## src/hw/reason_event_regs.svh

```systemverilog
// constants for the reason code selector and event packet builder
`ifndef REASON_EVENT_REGS_SVH
`define REASON_EVENT_REGS_SVH

// reason codes
`define RC_NONE 16'h0000
`define RC_INIT 16'h0001
`define RC_PARAM 16'h0002
`define RC_CHAN_NR 16'h0003
`define RC_PKG_NR 16'h0004
`define RC_LEN 16'h0005
`define RC_INFO 16'h0006
`define RC_UNSUP 16'h7fff
`define RC_VENDOR_BIT 15

// response codes
`define RSP_OK 16'h0000
`define RSP_UNSUP 16'h0003
`define RSP_DELAYED 16'h0004

// command types
`define CMD_CLEAR_INIT 8'h00
`define CMD_SEL_PKG 8'h01
`define CMD_DESEL_PKG 8'h02
`define CMD_RESET_CHAN 8'h05

// event packet fields
`define EVT_MGR_ID 8'h00
`define EVT_HDR_REV 8'h01
`define EVT_INST_ID 8'h00
`define EVT_MSG_TYPE 8'hff
`define EVT_LEN_STD 8'h08
`define EVT_LEN_OEM 8'h0c

// event type codes
`define EVT_LINK 8'h00
`define EVT_CFG_REQ 8'h01
`define EVT_DRV_CHG 8'h02
`define EVT_DLY_RDY 8'h03
`define EVT_RSV_LO 8'h04
`define EVT_RSV_HI 8'h6f

// word indices within a packet
`define W_HDR0 3'h0
`define W_HDR1 3'h1
`define W_RSV0 3'h2
`define W_RSV1 3'h3
`define W_TYPE 3'h4
`define W_FIELD5 3'h5
`define W_FIELD6 3'h6
`define W_LAST_STD 3'h6
`define W_LAST_OEM 3'h7

`endif

```

## src/hw/reason_event_pkg.sv

```systemverilog
// types shared by the reason code selector and event packet builder
package reason_event_pkg;
  typedef enum logic {
    PKT_IDLE,
    PKT_SEND
  } pkt_state_e;
  typedef logic [31:0] word_t;
endpackage

```

## src/hw/csum_acc.sv

```systemverilog
// checksum step: adds both 16-bit halves of a word and forms the final check word
`timescale 1ns/100ps
`default_nettype none
module csum_acc (
  input wire logic [31:0] sum_in,
  input wire logic [31:0] word_in,
  output logic [31:0] sum_out,
  output logic [31:0] csum_out
);
  // -------------------------------------------------------------
  // ones of 16-bit words summed into 32 bits, then negated
  // -------------------------------------------------------------
  assign sum_out = sum_in + {16'h0000, word_in[31:16]} + {16'h0000, word_in[15:0]};
  assign csum_out = (~sum_in) + 32'h0000_0001;
endmodule // csum_acc
`default_nettype wire

```

## src/hw/reason_code_and_event_packet_builder.sv

```systemverilog
// reason code selection for responses and event notification packet framing
//
// Contract
// [RULE1] reason zero: normal completion with success, otherwise no extra detail
// [RULE2] in initial state answer all but package select/deselect with reason one; the code also exempts clear-initial-state
// [RULE3] out-of-range parameter gives reason two
// [RULE4] channel transient condition may give reason three
// [RULE5] package transient condition may give reason four
// [RULE6] wrong payload length gives reason five
// [RULE7] valid command without available data gives reason six
// [RULE8] unknown command gives 0x7fff, paired only with command-unsupported response
// [RULE9] reason codes with top bit set are vendor defined
// [RULE10] event packets follow the general control message layout
// [RULE11] event instance identifier is zero; manager never acknowledges events
// [RULE12] event control message type field is 0xff
// [RULE13] event carries the device's own channel identifier
// [RULE14] 8-bit event type sits in low byte of bytes 16 to 19
// [RULE15] event type encodings; reserved range 0x04 to 0x6f is not sent
// [RULE16] standard event: data bytes 20-23, checksum 24-27, bytes 8-15 reserved
// [RULE17] oem event: manufacturer id 20-23, data 24-27, checksum 28-31
// [RULE18] delayed-response response code always carries reason zero
// [RULE19] checksum covers all earlier bytes; reserved fields are zero
`timescale 1ns/100ps
`default_nettype none
`include "reason_event_regs.svh"
module reason_code_and_event_packet_builder
  import reason_event_pkg::*;
(
  input wire logic core_clk,
  input wire logic rst_n,
  input wire logic clk_en,
  // response side
  input wire logic resp_req,
  input wire logic [7:0] cmd_type,
  input wire logic [15:0] resp_code_in,
  input wire logic cmd_unknown,
  input wire logic param_bad,
  input wire logic len_bad,
  input wire logic chan_busy,
  input wire logic pkg_busy,
  input wire logic info_na,
  input wire logic [15:0] vendor_reason,
  output logic resp_valid_q,
  output logic [15:0] resp_code_q,
  output logic [15:0] reason_code_q,
  output logic chan_initial_q,
  // event side
  input wire logic evt_req,
  input wire logic evt_oem,
  input wire logic [7:0] event_type_code,
  input wire logic [31:0] evt_data,
  input wire logic [31:0] mfr_id,
  input wire logic [7:0] own_chan_id,
  output logic evt_busy_q,
  output logic evt_reject_q,
  output logic pkt_valid_q,
  output logic [31:0] pkt_word_q,
  output logic pkt_last_q,
  input wire logic pkt_ready
);

  // -------------------------------------------------------------
  // reason code selection
  // -------------------------------------------------------------
  logic resp_valid_d;
  logic [15:0] resp_code_d;
  logic [15:0] reason_code_d;
  logic chan_initial_d;
  logic init_exempt;

  always_comb begin
    resp_valid_d = 1'b0;
    resp_code_d = resp_code_q;
    reason_code_d = reason_code_q;
    chan_initial_d = chan_initial_q;
    // clear-initial-state is the acknowledgement itself, so it is exempt too
    init_exempt = (cmd_type == `CMD_SEL_PKG) || (cmd_type == `CMD_DESEL_PKG) ||
                  (cmd_type == `CMD_CLEAR_INIT);
    if (resp_req) begin
      resp_valid_d = 1'b1;
      resp_code_d = resp_code_in;
      if (cmd_unknown) begin
        resp_code_d = `RSP_UNSUP; // [RULE8]
        reason_code_d = `RC_UNSUP; // [RULE8]
      end else if (resp_code_in == `RSP_DELAYED) begin
        reason_code_d = `RC_NONE; // [RULE18]
      end else if (chan_initial_q && !init_exempt) begin
        reason_code_d = `RC_INIT; // [RULE2]
      end else if (len_bad) begin
        reason_code_d = `RC_LEN; // [RULE6]
      end else if (param_bad) begin
        reason_code_d = `RC_PARAM; // [RULE3]
      end else if (pkg_busy) begin
        reason_code_d = `RC_PKG_NR; // [RULE5]
      end else if (chan_busy) begin
        reason_code_d = `RC_CHAN_NR; // [RULE4]
      end else if (info_na) begin
        reason_code_d = `RC_INFO; // [RULE7]
      end else if (vendor_reason[`RC_VENDOR_BIT]) begin
        // only upper-half values pass, so a vendor code never aliases a standard one
        reason_code_d = vendor_reason; // [RULE9]
      end else begin
        reason_code_d = `RC_NONE; // [RULE1]
      end
      // initial state ends on clear, restarts on channel reset
      if (!cmd_unknown && cmd_type == `CMD_CLEAR_INIT) begin
        chan_initial_d = 1'b0; // [RULE2]
      end else if (!cmd_unknown && cmd_type == `CMD_RESET_CHAN) begin
        chan_initial_d = 1'b1; // [RULE2]
      end
    end
  end

  always_ff @(posedge core_clk or negedge rst_n) begin
    if (!rst_n) begin
      resp_valid_q <= 1'b0;
      resp_code_q <= `RSP_OK;
      reason_code_q <= `RC_NONE;
      chan_initial_q <= 1'b1;
    end else if (clk_en) begin
      resp_valid_q <= resp_valid_d;
      resp_code_q <= resp_code_d;
      reason_code_q <= reason_code_d;
      chan_initial_q <= chan_initial_d;
    end
  end

  // -------------------------------------------------------------
  // event packet framing
  // -------------------------------------------------------------
  pkt_state_e state_q;
  pkt_state_e state_d;
  logic [2:0] idx_q;
  logic [2:0] idx_d;
  logic [2:0] out_idx_q;
  logic [2:0] out_idx_d;
  logic oem_q;
  logic oem_d;
  logic [7:0] type_q;
  logic [7:0] type_d;
  logic [31:0] data_q;
  logic [31:0] data_d;
  logic [31:0] mfr_q;
  logic [31:0] mfr_d;
  logic [7:0] chan_q;
  logic [7:0] chan_d;
  word_t sum_q;
  word_t sum_d;
  word_t sum_next;
  word_t csum;
  word_t word_sel;
  logic pkt_valid_d;
  logic [31:0] pkt_word_d;
  logic pkt_last_d;
  logic evt_busy_d;
  logic evt_reject_d;
  logic can_load;
  logic is_last;
  logic type_reserved;

  csum_acc u_csum (
    .sum_in(sum_q),
    .word_in(word_sel),
    .sum_out(sum_next),
    .csum_out(csum)
  );

  // word chosen for the current index
  always_comb begin
    is_last = oem_q ? (idx_q == `W_LAST_OEM) : (idx_q == `W_LAST_STD);
    case (idx_q)
      `W_HDR0: word_sel = {`EVT_MGR_ID, `EVT_HDR_REV, 8'h00, `EVT_INST_ID}; // [RULE10] [RULE11]
      `W_HDR1: word_sel = {`EVT_MSG_TYPE, chan_q, 8'h00,
                           oem_q ? `EVT_LEN_OEM : `EVT_LEN_STD}; // [RULE12] [RULE13]
      `W_RSV0: word_sel = 32'h0000_0000; // [RULE16] [RULE19]
      `W_RSV1: word_sel = 32'h0000_0000; // [RULE16] [RULE19]
      `W_TYPE: word_sel = {24'h00_0000, type_q}; // [RULE14]
      `W_FIELD5: word_sel = oem_q ? mfr_q : data_q; // [RULE16] [RULE17]
      `W_FIELD6: word_sel = oem_q ? data_q : csum; // [RULE16] [RULE17]
      default: word_sel = csum; // [RULE17] [RULE19]
    endcase
  end

  always_comb begin
    state_d = state_q;
    idx_d = idx_q;
    out_idx_d = out_idx_q;
    oem_d = oem_q;
    type_d = type_q;
    data_d = data_q;
    mfr_d = mfr_q;
    chan_d = chan_q;
    sum_d = sum_q;
    pkt_valid_d = pkt_valid_q;
    pkt_word_d = pkt_word_q;
    pkt_last_d = pkt_last_q;
    evt_reject_d = 1'b0;
    // reserved codes are refused rather than sent
    type_reserved = (event_type_code >= `EVT_RSV_LO) && (event_type_code <= `EVT_RSV_HI);
    can_load = !pkt_valid_q || pkt_ready;
    case (state_q)
      PKT_IDLE: begin
        if (pkt_valid_q && pkt_ready) begin
          pkt_valid_d = 1'b0;
          pkt_last_d = 1'b0;
        end
        if (evt_req && type_reserved) begin
          evt_reject_d = 1'b1; // [RULE15]
        end else if (evt_req) begin
          state_d = PKT_SEND;
          idx_d = `W_HDR0;
          oem_d = evt_oem;
          type_d = event_type_code;
          data_d = evt_data;
          mfr_d = mfr_id;
          chan_d = own_chan_id; // [RULE13]
          sum_d = 32'h0000_0000;
        end
      end
      PKT_SEND: begin
        if (can_load) begin
          pkt_valid_d = 1'b1;
          pkt_word_d = word_sel;
          pkt_last_d = is_last;
          out_idx_d = idx_q;
          sum_d = sum_next; // [RULE19]
          idx_d = idx_q + 3'h1;
          if (is_last) begin
            state_d = PKT_IDLE;
          end
        end
      end
      default: begin
        state_d = PKT_IDLE;
      end
    endcase
    evt_busy_d = (state_d != PKT_IDLE);
  end

  always_ff @(posedge core_clk or negedge rst_n) begin
    if (!rst_n) begin
      state_q <= PKT_IDLE;
      idx_q <= `W_HDR0;
      out_idx_q <= `W_HDR0;
      oem_q <= 1'b0;
      type_q <= 8'h00;
      data_q <= 32'h0000_0000;
      mfr_q <= 32'h0000_0000;
      chan_q <= 8'h00;
      sum_q <= 32'h0000_0000;
      pkt_valid_q <= 1'b0;
      pkt_word_q <= 32'h0000_0000;
      pkt_last_q <= 1'b0;
      evt_busy_q <= 1'b0;
      evt_reject_q <= 1'b0;
    end else if (clk_en) begin
      state_q <= state_d;
      idx_q <= idx_d;
      out_idx_q <= out_idx_d;
      oem_q <= oem_d;
      type_q <= type_d;
      data_q <= data_d;
      mfr_q <= mfr_d;
      chan_q <= chan_d;
      sum_q <= sum_d;
      pkt_valid_q <= pkt_valid_d;
      pkt_word_q <= pkt_word_d;
      pkt_last_q <= pkt_last_d;
      evt_busy_q <= evt_busy_d;
      evt_reject_q <= evt_reject_d;
    end
  end
endmodule // reason_code_and_event_packet_builder
`default_nettype wire

```

## config.mk

```make
export PLATFORM = sky130hd
export DESIGN_NAME = reason_code_and_event_packet_builder
export DESIGN_NICKNAME = d
export VERILOG_FILES = /design/src/hw/reason_event_pkg.sv /design/src/hw/csum_acc.sv /design/src/hw/reason_code_and_event_packet_builder.sv
export VERILOG_INCLUDE_DIRS = /design/src /design/src/hw
export SDC_FILE = /design/constraint.sdc
export NUM_CORES = 1
export LEC_CHECK = 0
export BUFFER_PORTS_ARGS = -buffer_cell sky130_fd_sc_hd__buf_2
export CORE_MARGIN = 10
export CORE_UTILIZATION = 36
export CTS_BUF_LIST = sky130_fd_sc_hd__clkbuf_16
export CTS_CLUSTER_SIZE = 40
export DETAILED_ROUTE_END_ITERATION = 12
export MAX_ROUTING_LAYER = met4
export PLACE_DENSITY_LB_ADDON = 0.15
export SETUP_SLACK_MARGIN = 0.02
export SYNTH_ARGS = -nofsm -noshare
export SYNTH_HDL_FRONTEND = slang
export SYNTH_SLANG_ARGS = --single-unit
```

## constraint.sdc

```tcl
create_clock -name core_clk -period 4.6 [get_ports core_clk]
set_input_delay 0.46 -clock core_clk [delete_from_list [all_inputs] [get_ports core_clk]]
set_output_delay 0.46 -clock core_clk [all_outputs]
set_load 0.1 [all_outputs]
```

After elaboration in Yosys (flattened, before gate mapping)
Index checks and enable logic that the tools add are counted. Widths: inputs -> output; s select.

Flip-flop bits (word level): 186. Output and inout bits: 70. Word-level logic and storage cells: 100.

Add/subtract/negate cells: 4. $lt $le $gt $ge: 2. Eq/ne operators: 15. Mux-type cells: 38. Bitwise logic cells: 3. Reduce and logical (&&, ||, !) cells: 22.

Operators by type and width (count): $pmux 32 s6 (1); $mux 16 (10); $mux 32 (5); $add 32x16->32 (2); $pmux 32 s2 (1); $add 32x1->32 const B (1); $not 32->32 (1); $eq 16x3->1 const B (1); $mux 1 (13); $eq 3x3->1 const B (4); $mux 3 (4); $reduce_and 3->1 (3); $eq 8x1->1 const B (1); $eq 8x2->1 const B (1); $eq 8x3->1 const B (1); $ge 8x3->1 const B (1); $le 8x7->1 const B (1); $logic_not 8->1 (1); $reduce_and 4->1 (2); $eq 3x2->1 const B (2); $logic_and 1x1->1 (6); $ne 2x2->1 const B (3); $pmux 1 s2 (3); $pmux 3 s2 (1); other kinds (10) (15).

Depth between registers and ports, before layout
Depth in word-level cells: 9. Depth in mapped cells: 19.

By module
From an unflattened synthesis, not the netlist that was laid out.

Cell total of the unflattened synthesis: 996. Area, all modules: 10548.9 um2.

Modules (own cells, without submodules): reason_code_and_event_packet_builder (times used 1, cells an instance 736, area an instance 8461.9 um2, seq. area each 4655.7 um2); csum_acc (times used 1, cells an instance 260, area an instance 2087.0 um2, seq. area each 0.0 um2).

Worst setup path after synthesis
No wires, ideal clock.

Path kind: register to register. From: register sum_q[10]. To: register sum_q[22]. Arrival time: 4.608 ns. Required time: 4.522 ns. Path slack: -0.086 ns. Stages on the path, launching flop included: 17. Buffers on the path: 2. Period minus slack after synthesis: 4.686 ns. Cell sequence: dfrtp_1 -> or4_4 -> or4_4 -> buf_6 -> nor4_4 -> a21oi_2 -> o31a_1 -> fa_1 -> inv_1 -> ha_1 -> nand2_1 -> o211ai_1 -> o211ai_1 -> and4_1 -> clkbuf_1 -> or4_1 -> a21oi_1.

Cells in the longest elaborated chain, start to end: 8.

Ends and longest elaborated chain: start: declaration (line reason_code_and_event_packet_builder.sv:147) `word_t sum_q;`; start signal: assignment (line reason_code_and_event_packet_builder.sv:265) `sum_q <= sum_d;`; $not 32->32 (line csum_acc.sv:14) `assign csum_out = (~sum_in) + 32'h0000_0001;`; $add 32x1->32 (line csum_acc.sv:14); $mux 32 (line reason_code_and_event_packet_builder.sv:179) `` `W_FIELD6: word_sel = oem_q ? data_q : csum; ``; $pmux 32 s6 (line reason_code_and_event_packet_builder.sv:171) `case (idx_q)`; $add 32x16->32 (line csum_acc.sv:13) `assign sum_out = sum_in + {16'h0000, word_in[31:16]} + {16'h0000, word_in[15:0]};`; $add 32x16->32 (*) (line csum_acc.sv:13); $mux 32 (*) (line reason_code_and_event_packet_builder.sv:221) `if (can_load) begin`; $pmux 32 s2 (*) (line reason_code_and_event_packet_builder.sv:201) `case (state_q)`.

Mark *: on every way between the ends. The rest lies on a longest branch, timed or not. The select of a mux whose other input is x is not followed. A chain may end at the register's enable or synchronous reset.

Final worst setup path
From: register sum_q[8]. To: register sum_q[16].

Same word-level chain as after synthesis.

==> flow_summary.ini <==
[clocking]
numCtsBuffers = 17
ctsRootBufferMaster = clkbuf_16
cts_tree = built
path_clk_slew_ns = 0.08
clock_latency_ns = 0.44
cts_hold_buffers = 0
h-tree-depth = 4
clockBufferDepth = 2
clock_sinks = 186

[logic_synthesis]
avgSynthCellArea_um2 = 8.71
synthFlopType = dfrtp_1
synth.top_cell.area_share_pct = 45.1
synth_area_leaders = dfrtp_1, nand2_1, fa_1
seq_area_frac_synth_pct = 45.4
ys_ff_latch = 186
yosysWarnings = 0
yosysMostFrequentCell = nand2_1
syn-num-nets = 1350
synth_cell_types = 71
syn-instance-count = 1178
synth_edf_count = 0
async_reset_ff_share_pct = 100
synth_top_area_cell = dfrtp_1
netlist_area_mm2 = 0.0103
yosys-top-cells-count = nand2_1, dfrtp_1, inv_1

[die]
die_y_um = 189
die_area_mm2 = 0.0356
rows = 61
core_area_mm2 = 0.0279
die_w_um = 189
initial_core_util_pct = 36.7
io_pins = 203

[timing]
worst_slack_ns = -0.142
period_needed_ns = 4.74
tightest_slew_ns = 1.08
drv_slew = 0
hold_viol = 0
finalCritPeriodShare_pct = 103
rsz0062_at_grt = yes
fin_setup_tns_ns = -0.785
finClkSkew_ns = 0.0138
relSlewSlack_pct = 27.7
finalSetupViolations = 12
max_freq_mhz = 211

[worst_setup_path]
cp_cell_sequence = or4_4 > or4_4 > nor4_4 > xnor2_1 > a222oi_1 > buf_4 > fa_1 > inv_2 > ha_4 > or3_1 > o211ai_1 > a21oi_2 > or3_1 > a32o_1
cp-start-kind = flip-flop
crit_required_ns = 4.93
reg2regPathDepth = 14
crit_type = reg2reg
crit_path_top_delay_cell = a222oi_1
end_kind = flip-flop
slowest_delay_ns = 0.59
critical_path_arrival_ns = 5.08
worst-path-max-fanout = 5

[placed_design]
dp_hpwl_mm = 25.2
place_inst = 1837
port_buffers = 202
place_ws_ns = -0.401
place_area_mm2 = 0.0126
place.gp.congestion = 0.932

[finish]
areaGrowthSynthToFinish_pct = 34.8
final_cell_area_mm2 = 0.0138
drive_above_1_share_pct = 32.9
stdcell_count = 1893
layout.nets = 1673

[outcome]
violations = setup timing
outcome = finished with violations

[route]
drt_pass1_iterations = 7
drt_wl_total_mm = 34.4
vias_per_cell = 5.12
num_vias = 9701
ant_nets = 0
wl_per_cell_um = 18.2
drc_errors = 0
drtIter0Drc = 893

[global_route]
grt_pass1_vias = 9793
antenna_found_initial = 1
overflow = 0
grt_max_degree = 101
grtUsageTotal_pct = 19.1
grt_pass1_wl_mm = 53.1

[job]
cap_viol_max_count = 0

[pwr]
leakage_nw = 6.76
power_density_mw_per_mm2 = 977
power_mw = 13.5
vdd_ir_drop_max_mv = 0.563

[min_path]
min_path_type = in2async
[area by class of cell]
type,instances,area (um^2)
repair buffers,374,2350
inverters,67,251
clock buffers,17,425
flip-flops and latches,186,4660
clock inverters,15,195
well taps,378,473
multi-input cells,855,5470
diodes,1,2.50
fillers,2779,14100
[state kept, by name, summed over array words and instances (netlist names)]
name            cells
reason_code_q      16
chan_initial_q      1
type_q              8
evt_reject_q        1
pkt_word_q         32
oem_q               1
resp_code_q        16
data_q             32
chan_q              8
pkt_last_q          1
resp_valid_q        1
mfr_q              32
pkt_valid_q         1
state_q             1
sum_q              32
idx_q               3
[kinds of logic (layout without fill, tap and decap cells)]
kind of cell,after synthesis,in the layout,share of synthesized area (%)
XOR/XNOR,34,34,2.90
other,0,1,0
flip-flops,186,186,45.4
buffers and inverters,137,473,5.18
AO/OA/AOI/OAI,247,247,16.1
AND/OR/NAND/NOR,527,527,23.6
multiplexers,8,8,0.793
adder cells (fa/ha/maj),39,39,6.00
[timing repair]
item,in CTS,in global routing
gates cloned,0,1
setup endpoints to repair,23,25
resized for setup,32,61
pin swaps,35,35
setup buffers,9,13
[worst paths after layout]
kind,from,to,slack [ns]
min reg2reg,resp_code_q[7],resp_code_q[7],0.46
min in group core_clk,event_type_code[1],type_q[1],0.20
max,sum_q[8],sum_q[16],-0.14
max in group asynchronous,rst_n,resp_code_q[1],3.54
max reg2reg,sum_q[8],sum_q[16],-0.14
min,rst_n,pkt_word_q[9],0.05
[worst max-delay path, delay by kind of cell (launching register included)]
| family | cells | cell delay, ns |
|---|---|---|
| AOI/OAI and AO/OA | 4 | 1.25 |
| xor gates and xnor gates | 1 | 0.12 |
| adders and majority gates | 2 | 0.62 |
| buffers and inverters | 2 | 0.32 |
| DFF | 1 | 0.38 |
| and+or+nand+nor | 5 | 1.95 |
[cells in the final DEF, fill, tap and decap left out, types with 8 or more instances in the layout]
cell type / n
nand3b_1: 16
nor3_1: 14
o21ai_0: 57
nor4_1: 8
o21ai_1: 14
inv_1: 64
ha_1: 14
o22ai_1: 11
a22o_1: 14
buf_4: 164
fa_1: 16
dfrtp_1: 185
xnor2_1: 30
a21oi_1: 35
nand3_1: 12
a21oi_2: 14
nand4_1: 20
buf_2: 201
nor2_1: 43
clkbuf_16: 17
a222oi_1: 23
nand2_1: 333
[through the flow]
step | hold WS [ns] | utilization [%]
after floorplan | 0.164 | -
after global placement | 0.446 | 45.1
after detailed placement | 0.450 | 45.1
after CTS | 0.0819 | 48.2
after global routing | 0.0810 | 49.5
final | 0.0461 | 49.5
[metal layers]
metal / vias up / share of wire (%) / track usage, %
li1: 4713 / - / -
met1: 4622 / 48 / 26.0
met2: 326 / 45 / 28.9
met3: 40 / 5.1 / 3.53
met4: 0 / 1.8 / 4.37
met5: - / 0 / -
[report_power, final]
| group | leakage (nW) | total [mW] | internal, mW | switching [mW] |
|---|---|---|---|---|
| Combinational | 4.12 | 9.34 | 3.98 | 5.36 |
| Sequential | 2.34 | 2.60 | 2.23 | 0.367 |
| Clock | 0.304 | 1.57 | 0.790 | 0.778 |
Power figures use the tool's default switching activity.
